`src/hw/stop_pulse_pkg.sv`:
```
// Purpose: Constants and types for the stop method / speed pulse config block
// Assumes: One 32-bit configuration word reached over AHB-Lite
// Notes:   Field positions and reset values are named here only once
package stop_pulse_pkg;

    // ------------------------------------------------------------------
    // Register map
    // ------------------------------------------------------------------
    localparam logic [7:0]  CFG2_OFFSET   = 8'h88;  // Config word
    localparam logic [7:0]  STATUS_OFFSET = 8'h8C;  // Stop engine status
    localparam logic [31:0] CFG2_RESET    = 32'h00000000;
    localparam logic [31:0] CFG2_WMASK    = 32'hFFFFFFF8; // Bits 2-0 read 0

    // ------------------------------------------------------------------
    // Field positions (low bit of each)
    // ------------------------------------------------------------------
    localparam int PARITY_POS   = 31;
    localparam int MODE_POS     = 29;
    localparam int DIV_POS      = 25;
    localparam int ACT_POS      = 24;
    localparam int EMF_POS      = 21;
    localparam int STOP_POS     = 18;
    localparam int BRK_POS      = 14;
    localparam int SDUTY_POS    = 11;
    localparam int BDUTY_POS    = 8;
    localparam int SURGE_POS    = 7;
    localparam int ILIM_POS     = 3;

    // ------------------------------------------------------------------
    // Timing
    // ------------------------------------------------------------------
    localparam int CLK_HZ       = 50_000_000;
    localparam int MS_PER_S     = 1000;
    localparam int CYC_PER_MS   = CLK_HZ / MS_PER_S; // 50000 cycles

    // Stop method encodings
    typedef enum logic [2:0] {
        STOP_HIZ    = 3'h0,
        STOP_RECIRC = 3'h1,
        STOP_LOWBRK = 3'h2,
        STOP_HIBRK  = 3'h3,
        STOP_SPIN   = 3'h4
    } stop_method_e;

    // Decoded configuration carried as one bundle
    typedef struct packed {
        logic [1:0] speed_pulse_mode;
        logic [3:0] speed_pulse_divider;
        logic       speed_pulse_activity;
        logic [2:0] speed_pulse_emf_cutoff;
        logic [2:0] stop_method;
        logic [3:0] stop_brake_duration;
        logic [2:0] stop_brake_duty_limit;
        logic [2:0] brake_input_duty_limit;
        logic       surge_guard_enable;
        logic [3:0] cycle_current_limit;
    } cfg2_s;

endpackage : stop_pulse_pkg

```
`src/hw/stop_pulse_cfg.sv`:
```
// Purpose: Second closed-loop config word, speed pulse shaper, stop engine
// Assumes: Single AHB-Lite master; motor events are on the I_MCLK domain
// Notes:   Zero wait state slave; invalid codes fall back to safe values
`timescale 1ns/1ns
module stop_pulse_cfg
    import stop_pulse_pkg::*;
#(
    parameter int MS_CYCLES = CYC_PER_MS  // Cycles per ms, shrink for sim
)(
    input  wire logic        I_MCLK,        // System clock 50 MHz
    input  wire logic        I_RESET,       // Async reset, high
    input  wire logic        I_HSEL,        // AHB select
    input  wire logic [31:0] I_HADDR,       // AHB address
    input  wire logic [1:0]  I_HTRANS,      // AHB transfer type
    input  wire logic        I_HWRITE,      // AHB write
    input  wire logic [2:0]  I_HSIZE,       // AHB size
    input  wire logic [31:0] I_HWDATA,      // AHB write data
    input  wire logic        I_HREADY,      // AHB bus ready
    output logic      [31:0] O_HRDATA,      // AHB read data
    output logic             O_HREADYOUT,   // AHB slave ready
    output logic             O_HRESP,       // AHB response, OKAY
    input  wire logic        I_ETICK,       // Electrical commutation tick
    input  wire logic        I_CLOSED_LOOP, // Motor in closed loop
    input  wire logic        I_FIRST_TRY,   // First start attempt running
    input  wire logic        I_DRIVEN,      // Motor being driven
    input  wire logic        I_EMF_ABOVE,   // Back-EMF above cutoff
    input  wire logic        I_STOP_REQ,    // Speed command asks for stop
    input  wire logic        I_DUTY_BELOW_S,// Duty below stop threshold
    input  wire logic        I_DUTY_BELOW_B,// Duty below brake-pin threshold
    input  wire logic        I_BRAKE_PIN,   // External brake input, async
    output logic             O_SPEED_PULSE_OUT, // Divided speed pulse
    output cfg2_s            O_CFG,         // Decoded config fields
    output logic [2:0]       O_STOP_ACTION, // Applied stop method
    output logic             O_BRAKE_LOW,   // Low side brake active
    output logic             O_SURGE_GUARD  // Anti voltage surge enable
);

    // ------------------------------------------------------------------
    // Bus slave
    // ------------------------------------------------------------------
    logic [31:0] cfg, next_cfg;           // Config word
    logic        wr_pend, next_wr_pend;   // Write data phase pending
    logic [7:0]  wr_addr, next_wr_addr;   // Latched write address
    logic [31:0] rdata, next_rdata;       // Registered read data
    logic [31:0] status_word;             // Status view

    // Address phase latch and write commit
    always_comb
    begin
        next_cfg     = cfg;
        next_wr_pend = 1'b0;
        next_wr_addr = wr_addr;
        next_rdata   = rdata;
        if (wr_pend && wr_addr == CFG2_OFFSET)
        begin
            // Reserved low bits stay zero
            next_cfg = I_HWDATA & CFG2_WMASK;
        end
        if (I_HSEL && I_HREADY && I_HTRANS[1])
        begin
            next_wr_pend = I_HWRITE;
            next_wr_addr = I_HADDR[7:0];
            if (I_HADDR[7:0] == CFG2_OFFSET)
                next_rdata = next_cfg;  // Sees a write landing now
            else if (I_HADDR[7:0] == STATUS_OFFSET)
                next_rdata = status_word;
            else
                next_rdata = 32'h00000000;  // Unmapped reads zero
        end
    end

    always_ff @(posedge I_MCLK or posedge I_RESET)
    begin
        if (I_RESET)
        begin
            cfg     <= CFG2_RESET;
            wr_pend <= 1'b0;
            wr_addr <= 8'h00;
            rdata   <= 32'h00000000;
        end
        else
        begin
            cfg     <= next_cfg;
            wr_pend <= next_wr_pend;
            wr_addr <= next_wr_addr;
            rdata   <= next_rdata;
        end
    end

    assign O_HRDATA    = rdata;
    assign O_HREADYOUT = 1'b1;   // Never waits
    assign O_HRESP     = 1'b0;   // Always OKAY

    // ------------------------------------------------------------------
    // Field decode
    // ------------------------------------------------------------------
    cfg2_s f;   // Raw field view
    assign f = cfg[30:3];
    assign O_CFG         = f;
    assign O_SURGE_GUARD = f.surge_guard_enable;

    // ------------------------------------------------------------------
    // Speed pulse divider
    // ------------------------------------------------------------------
    logic [3:0] div_ratio;   // Ticks per output toggle
    always_comb
    begin
        // Code 0 is three, C-E skip twelve
        case (f.speed_pulse_divider)
            4'h0:    div_ratio = 4'h3;
            4'hC:    div_ratio = 4'hD;
            4'hD:    div_ratio = 4'hE;
            4'hE:    div_ratio = 4'hF;
            4'hF:    div_ratio = 4'hF;  // Unlisted, held at top
            default: div_ratio = f.speed_pulse_divider;
        endcase
    end

    logic pulse_en;   // Pulses allowed now
    always_comb
    begin
        case (f.speed_pulse_mode)
            2'h0:    pulse_en = 1'b1;
            2'h1:    pulse_en = I_CLOSED_LOOP;
            2'h2:    pulse_en = I_CLOSED_LOOP | I_FIRST_TRY;
            default: pulse_en = 1'b0;   // Invalid mode, silent
        endcase
        // Activity 1 follows the drive, 0 the back-EMF; a bad cutoff mutes
        pulse_en = pulse_en & (f.speed_pulse_activity ? I_DRIVEN : I_EMF_ABOVE)
                   & (f.speed_pulse_emf_cutoff < 3'h6);
    end

    logic [3:0] tick_cnt, next_tick_cnt;   // Ticks since toggle
    logic       pulse, next_pulse;         // Output level
    always_comb
    begin
        next_tick_cnt = tick_cnt;
        next_pulse    = pulse;
        if (!pulse_en)
        begin
            next_tick_cnt = 4'h0;
            next_pulse    = 1'b0;
        end
        else if (I_ETICK)
        begin
            if (tick_cnt + 4'h1 >= div_ratio)
            begin
                next_tick_cnt = 4'h0;
                next_pulse    = ~pulse;
            end
            else
                next_tick_cnt = tick_cnt + 4'h1;
        end
    end

    always_ff @(posedge I_MCLK or posedge I_RESET)
    begin
        if (I_RESET)
        begin
            tick_cnt <= 4'h0;
            pulse    <= 1'b0;
        end
        else
        begin
            tick_cnt <= next_tick_cnt;
            pulse    <= next_pulse;
        end
    end
    assign O_SPEED_PULSE_OUT = pulse;

    // ------------------------------------------------------------------
    // Brake pin synchroniser
    // ------------------------------------------------------------------
    logic brk_s1, brk_s2;   // Two-flop chain
    always_ff @(posedge I_MCLK or posedge I_RESET)
    begin
        if (I_RESET)
        begin
            brk_s1 <= 1'b0;
            brk_s2 <= 1'b0;
        end
        else
        begin
            brk_s1 <= I_BRAKE_PIN;
            brk_s2 <= brk_s1;
        end
    end

    // ------------------------------------------------------------------
    // Stop engine
    // ------------------------------------------------------------------
    typedef enum logic [2:0] {
        ST_RUN   = 3'b001,
        ST_WAIT  = 3'b010,
        ST_BRAKE = 3'b100
    } stop_state_e;

    stop_state_e state, next_state;      // Stop sequence state
    logic [13:0] hold_ms, next_hold_ms;  // Brake time in ms
    logic [16:0] ms_cnt, next_ms_cnt;    // Cycle count within a ms
    logic [13:0] ms_done, next_ms_done;  // Elapsed ms
    logic [13:0] brake_ms;   // Decoded brake duration
    always_comb
    begin
        case (f.stop_brake_duration)
            4'h0: brake_ms = 14'd1;
            4'h1: brake_ms = 14'd2;
            4'h2: brake_ms = 14'd5;
            4'h3: brake_ms = 14'd10;
            4'h4: brake_ms = 14'd15;
            4'h5: brake_ms = 14'd25;
            4'h6: brake_ms = 14'd50;
            4'h7: brake_ms = 14'd75;
            4'h8: brake_ms = 14'd100;
            4'h9: brake_ms = 14'd250;
            4'hA: brake_ms = 14'd500;
            4'hB: brake_ms = 14'd1000;
            4'hC: brake_ms = 14'd2500;
            4'hD: brake_ms = 14'd5000;
            4'hE: brake_ms = 14'd10000;
            default: brake_ms = 14'd15000;
        endcase
    end
    logic [2:0] method;   // Valid method, invalid codes act as hi-z
    assign method = (f.stop_method > 3'h4) ? 3'(STOP_HIZ) : f.stop_method;
    // Next state of the stop sequence
    always_comb
    begin
        next_state   = state;
        next_hold_ms = hold_ms;
        next_ms_cnt  = ms_cnt;
        next_ms_done = ms_done;
        case (state)
            ST_RUN:
            begin
                if (I_STOP_REQ)
                begin
                    next_state   = ST_WAIT;
                    next_hold_ms = brake_ms;
                end
            end
            ST_WAIT:
            begin
                // Code 0 means immediate, else wait for duty drop
                if (!I_STOP_REQ)
                    next_state = ST_RUN;
                else if (f.stop_brake_duty_limit == 3'h0
                         || I_DUTY_BELOW_S)
                begin
                    next_state   = ST_BRAKE;
                    next_ms_cnt  = 17'd0;
                    next_ms_done = 14'd0;
                end
            end
            ST_BRAKE:
            begin
                if (ms_cnt == 17'(MS_CYCLES - 1))
                begin
                    next_ms_cnt  = 17'd0;
                    next_ms_done = ms_done + 14'd1;
                end
                else
                    next_ms_cnt = ms_cnt + 17'd1;
                if (!I_STOP_REQ || ms_done >= hold_ms)
                    next_state = ST_RUN;
            end
            default: next_state = ST_RUN;
        endcase
    end

    always_ff @(posedge I_MCLK or posedge I_RESET)
    begin
        if (I_RESET)
        begin
            state   <= ST_RUN;
            hold_ms <= 14'd0;
            ms_cnt  <= 17'd0;
            ms_done <= 14'd0;
        end
        else
        begin
            state   <= next_state;
            hold_ms <= next_hold_ms;
            ms_cnt  <= next_ms_cnt;
            ms_done <= next_ms_done;
        end
    end

    // Brake pin low-side braking once duty drops below its own limit
    logic pin_brake;
    assign pin_brake = brk_s2 && (f.brake_input_duty_limit == 3'h0
                                  || I_DUTY_BELOW_B);
    assign O_STOP_ACTION = (state == ST_BRAKE) ? method
                                               : 3'(STOP_HIZ);
    assign O_BRAKE_LOW   = pin_brake ||
                           (state == ST_BRAKE && method == 3'(STOP_LOWBRK));
    // Status: state, current limit validity, low 13 bits of decoded hold time
    assign status_word = {15'h0000, (f.cycle_current_limit != 4'h0),
                          brake_ms[12:0], state};
endmodule : stop_pulse_cfg

```
`config.mk`:
```
export PLATFORM = sky130hd
export DESIGN_NAME = stop_pulse_cfg
export DESIGN_NICKNAME = d
export VERILOG_FILES = /design/src/hw/stop_pulse_pkg.sv /design/src/hw/stop_pulse_cfg.sv
export SDC_FILE = /design/constraint.sdc
export NUM_CORES = 1
export LEC_CHECK = 0
export ABC_CLOCK_PERIOD_IN_PS = 7800
export CAP_MARGIN = 5
export CORE_ASPECT_RATIO = 0.6
export CORE_MARGIN = 1
export CORE_UTILIZATION = 35
export CTS_BUF_LIST = sky130_fd_sc_hd__clkbuf_2 sky130_fd_sc_hd__clkbuf_4 sky130_fd_sc_hd__clkbuf_8
export CTS_CLUSTER_SIZE = 20
export DETAILED_ROUTE_END_ITERATION = 7
export DONT_BUFFER_PORTS = 1
export GPL_TIMING_DRIVEN = 1
export SLEW_MARGIN = 25
export SYNTH_ARGS = -nofsm -noshare
export SYNTH_HDL_FRONTEND = slang
export SYNTH_SLANG_ARGS = --single-unit
```
`constraint.sdc`:
```
create_clock -name I_MCLK -period 7.8 [get_ports I_MCLK]
set_clock_uncertainty 0.15 [all_clocks]
set_input_delay 1.56 -clock I_MCLK [delete_from_list [all_inputs] [get_ports I_MCLK]]
set_output_delay 1.56 -clock I_MCLK [all_outputs]
set_load 0.03 [all_outputs]
```
After elaboration in Yosys (flattened, before gate mapping)
Memories as Yosys holds them, arrays and structs flattened. Cells that the tools add are included.

Bits in registers: 128. ROM bits: 224. Input bits: 83. Output and inout port bits: 68. Word-level logic and storage cells: 96. Memories kept: 1.

$add $sub $neg: 3. $lt $le $gt $ge: 4. Eq/ne operators: 22. Muxes and demuxes: 28. Bitwise gates (word level): 4. Reduce and logical (&&, ||, !) cells: 22.

Memories: (no name shown) (words 16, width 14, read ports 1, clocked after memory_dff 0, write ports 0, line stop_pulse_cfg.sv:205) `case (f.stop_brake_duration)`.

Operator list (number): 17-bit two-way mux (4); 32-bit two-way mux (2); 14-bit two-way mux (3); 17-bit case mux with 2 select lines (1); 14-bit case mux with 2 select lines (1); 8-bit == test, second input constant (3); 3-bit two-way mux (6); 17-bit by 1-bit adder with 17-bit output, second input constant (1); 17-bit by 16-bit == test with 1-bit output, second input constant (1); 4-bit == test, second input constant (4); 4-bit case mux with 4 select lines (1); 14-bit by 1-bit adder with 14-bit output, second input constant (1); 14-bit greater-or-equal comparator (1); 4-bit two-way mux (3); 2-bit != test, second input constant (6); 3-bit case mux with 3 select lines (1); 3-bit by 2-bit == test with 1-bit output, second input constant (2); 3-bit zero test (2); 3-bit AND reduction (2); 1-bit logical AND (5); 1-bit two-way mux (5); 4-bit by 1-bit adder with 4-bit output, second input constant (1); 4-bit greater-or-equal comparator (1); 4-bit zero test (1); 20 further kinds (25).

Longest topological paths before layout
Word-level depth: 7. Depth in mapped cells: 9. Depth with buffers taken out: 9.

Worst setup path after synthesis
Ideal clock, no wire load.

Path kind: input to output. From: input port I_DUTY_BELOW_B. To: output port O_BRAKE_LOW. Arrival time: 2.017 ns. Required time: 6.090 ns. Slack: 4.073 ns. Cell stages on the path: 2. Buffers on the path: 0. Cell sequence: o21ai_0 -> o21ai_0.

Longest elaborated chain between the ends: 3.

RTL lines: from (decl) (line stop_pulse_cfg.sv:29) `input wire logic I_DUTY_BELOW_B,`; 1-bit logical OR (line stop_pulse_cfg.sv:292) `|| I_DUTY_BELOW_B);`; 1-bit logical AND (line stop_pulse_cfg.sv:291) `assign pin_brake = brk_s2 && (f.brake_input_duty_limit == 3'h0`; 1-bit logical OR (line stop_pulse_cfg.sv:295) `assign O_BRAKE_LOW = pin_brake ||`; to (decl) (line stop_pulse_cfg.sv:34) `output logic O_BRAKE_LOW,`.

Every way passes these cells.

Worst setup path after layout
From: register state[1]. To: output port O_BRAKE_LOW.

Longest elaborated chain between the ends: 3.

RTL lines: from (decl) (line stop_pulse_cfg.sv:198) `stop_state_e state, next_state;`; from (signal assigned) (line stop_pulse_cfg.sv:282) `state <= next_state;`; 3-bit == test (line stop_pulse_cfg.sv:296) `(state == ST_BRAKE && method == 3'(STOP_LOWBRK));`; 1-bit logical AND (line stop_pulse_cfg.sv:296); 1-bit logical OR (line stop_pulse_cfg.sv:295).

Every way passes these cells.

==> flow_summary_export.csv <==
group,metric,value,unit
worst_hold_path,min-delay-start,"brk_s1",
worst_hold_path,hold_depth,0,
global_routing,grt_use_met2,0.249,
floorplan,die_y,109,microns
place,place_inst,891,
timing,setup_slack,3.76,ns
drt,ant_nets,0,
synth,postSynth.asyncResetShare,1.00,
clock_tree,cts-hold-fix-buffers,0,
place,gp_congestion,0.825,
synth,synth_edf_count,0,
layout,final_common_cell,"dfrtp_1",
global_routing,groute.layer.met3.usage,0.0520,
synth,synthTopCellsByArea,"dfrtp_1 47%, nand2_1 6.4%, ha_1 4.6%, mux2_2 4.5%, buf_4 3.9%",
power,p_leak,0.00329,uW
synth,syn_area_per_cell,9.56,sq um
global_routing,antenna_found_initial,0,
clock_tree,h-tree-depth,4,
synth,yosysSeqAreaShare,0.476,
critical_path,cpPeakStageDelay,0.73,ns
drt,wl_per_cell,18.7,microns
synth,yosys_warnings,0,
timing,timing.slew.headroom,0.374,
synth,ys_ff_latch,128,
place,place_ws,4.04,ns
clock_tree,numCtsBuffers,17,
clock_tree,cts_tree,"built",
floorplan,initial_core_util,0.365,
global_routing,grt_max_degree,75,
critical_path,critPathLaunch,"state[1]",
floorplan,core_area,0.0184,sq mm
floorplan,num_rows,38,
critical_path,crit_fanout,8,
floorplan,chipWidth,181,microns
place,placed_area,0.00672,sq mm
synth,synthesis.instances,704,
clock_tree,clkTransAtPathRegs,0.08,ns
synth,syn-cell-area,0.00673,sq mm
critical_path,required,6.09,ns
drt,vias,4968,
global_routing,grt.busiest_layer,"met1",
critical_path,cp.arrival,2.33,ns
timing,report.final.hold_viol_count,0,
timing,fmax,247,MHz
global_routing,grt_pass1_vias,4686,
timing,tightest_slew,0.937,ns
critical_path,rrSetupSlack,5.25,ns
layout,drive_above_1_share,0.133,
global_routing,grt_pass1_wl,27600,microns
critical_path,critical_path_class,"register to primary output",
worst_hold_path,hold_path.class,"register to register",
critical_path,cp-endpoint,"O_BRAKE_LOW",
drt,drt_pass1_iterations,4,
timing,rsz0062_at_grt,"no",
critical_path,timing.rr.end,"ms_done[1]",
critical_path,startpoint_type,"register",
global_routing,grt_overflow,0,
synth,synth_top_area_cell,"dfrtp_1",
layout,nets,778,
drt,drt-initial-drc-count,304,
critical_path,crit_chain,"nor2_1 -> nand2_1 -> nor2_1 -> nand2_1 -> o21ai_0",
clock_tree,cts-resized-gates,0,
timing,fin_crit_sh,0.518,
place,place_hpwl,12600,microns
drt,via_per_inst,5.38,
timing,timing.setup.tns,0,ns
clock_tree,clkSinkCount,128,
clock_tree,cts_buffer_depth,2,
layout,antennaDiodeCount,0,
critical_path,cpMaxStageDelayCell,"o21ai_0",
clock_tree,cts-root-buf,"clkbuf_8",
floorplan,die_area,0.0198,sq mm
critical_path,reg2reg_depth,5,
clock_tree,clock_latency,0.43,ns
layout,syn2layout_area_growth,7.06,%
layout,final_cell_area,0.00721,sq mm
layout,final_util,0.391,
synth,synthFlopType,"dfrtp_1",
drt,wirelength,17300,microns
synth,syn_nets,812,
timing,setup_viol,0,
critical_path,rr_startpoint,"state[0]",
synth,synthDominantCellAreaShare,0.472,
place,io_buffers,0,
synth,synth_cell_types,66,
floorplan,ios,151,
timing,period_minus_slack,4.04,ns
clock_tree,post_cts_buffers,0,
power,peakVddDrop,0.111,mV
job,maxCapViolCount,0,
critical_path,end_kind,"primary output",
global_routing,grt_use_met1,0.285,
timing,drv_slew,0,
power,power_density,255,mW/mm^2
global_routing,grt_usage,0.184,
layout,final_cell_mix,"127 x dfrtp_1, 115 x nand2_1, 50 x nand3_1",
drt,drc,0,
outcome,outcome,"complete, no violations",
layout,instances_no_fill,923,
[worst max-delay path: cells and delay by family, from the launching register on]
kind | cells | cell delay (ns)
AOI/OAI and AO/OA | 1 | 0.73
DFF | 1 | 0.47
and+or+nand+nor | 4 | 0.70
[routing by layer]
layer	part of all wire	vias to the layer above
met5	0	-
met3	0.061	9
met1	0.54	2456
met4	0.0045	0
li1	-	2377
met2	0.39	126
[area by class of cell]
| cell class | count | area [sq um] |
|---|---|---|
| Clock inverter | 14 | 236 |
| Sequential cell | 128 | 3200 |
| Inverter | 33 | 129 |
| Multi-Input combinational cell | 483 | 3040 |
| Tap cell | 240 | 300 |
| Timing Repair Buffer | 7 | 52.6 |
| Clock buffer | 18 | 248 |
| Fill cell | 1816 | 11200 |
[logic make-up after synthesis]
logic type                 count (synthesis)  synth area share
DFF                                      128             0.476
buffers and inverters                     93            0.0736
adders and majority gates                 25            0.0465
other                                      2           0.00112
muxes                                     36            0.0623
xor gates and xnor gates                  11            0.0143
and+or+nand+nor                          286             0.212
AOI/OAI and AO/OA                        123             0.115
[state kept, by name, indices dropped and copies added (netlist names)]
name,flops
cfg,32
brk_s2,1
tick_cnt,4
state,3
O_HRDATA,32
ms_done,14
wr_addr,8
wr_pend,1
ms_cnt,17
O_SPEED_PULSE_OUT,1
hold_ms,14
brk_s1,1
[Yosys cell counts (3+ instances only)]
cell type	number
dfrtp_1	127
nand2_1	115
nand3_1	51
nor2_1	39
buf_4	35
o21ai_0	35
inv_1	33
a21oi_1	32
mux2_2	27
ha_1	25
a31oi_1	12
buf_2	12
clkbuf_1	12
nor3_1	12
nand4_1	10
xor2_1	9
and3_1	7
nor4_1	7
a22oi_1	6
nand2b_1	6
a31o_2	5
mux2_4	5
o21a_1	5
and2_1	4
mux2i_1	4
o211ai_1	4
o31ai_1	4
or3_1	4
a211o_1	3
a32oi_1	3
and4_1	3
nand3b_1	3
nand4_2	3
nor2b_1	3
[metrics by stage]
stage / total power [uW] / hold WS, ns
global route: 1940 / 0.212
detailed placement: 1140 / 0.190
finish: 1840 / 0.204
floorplan: 1070 / 0.181
global placement: 1130 / 0.192
CTS: 1850 / 0.210
[how the worst min path moves through the flow]
stage / to / slack (ns)
detailed placement: brk_s2 / 0.19
CTS: brk_s2 / 0.21
floorplan: brk_s2 / 0.18
global route: brk_s2 / 0.21
finish: brk_s2 / 0.20
global placement: brk_s2 / 0.19
[power breakdown]
group	total, uW	internal, uW	switching, uW
combinational	281	119	162
clock	699	422	278
sequential	855	742	113
No activity file was read; power rests on OpenSTA's default activity.
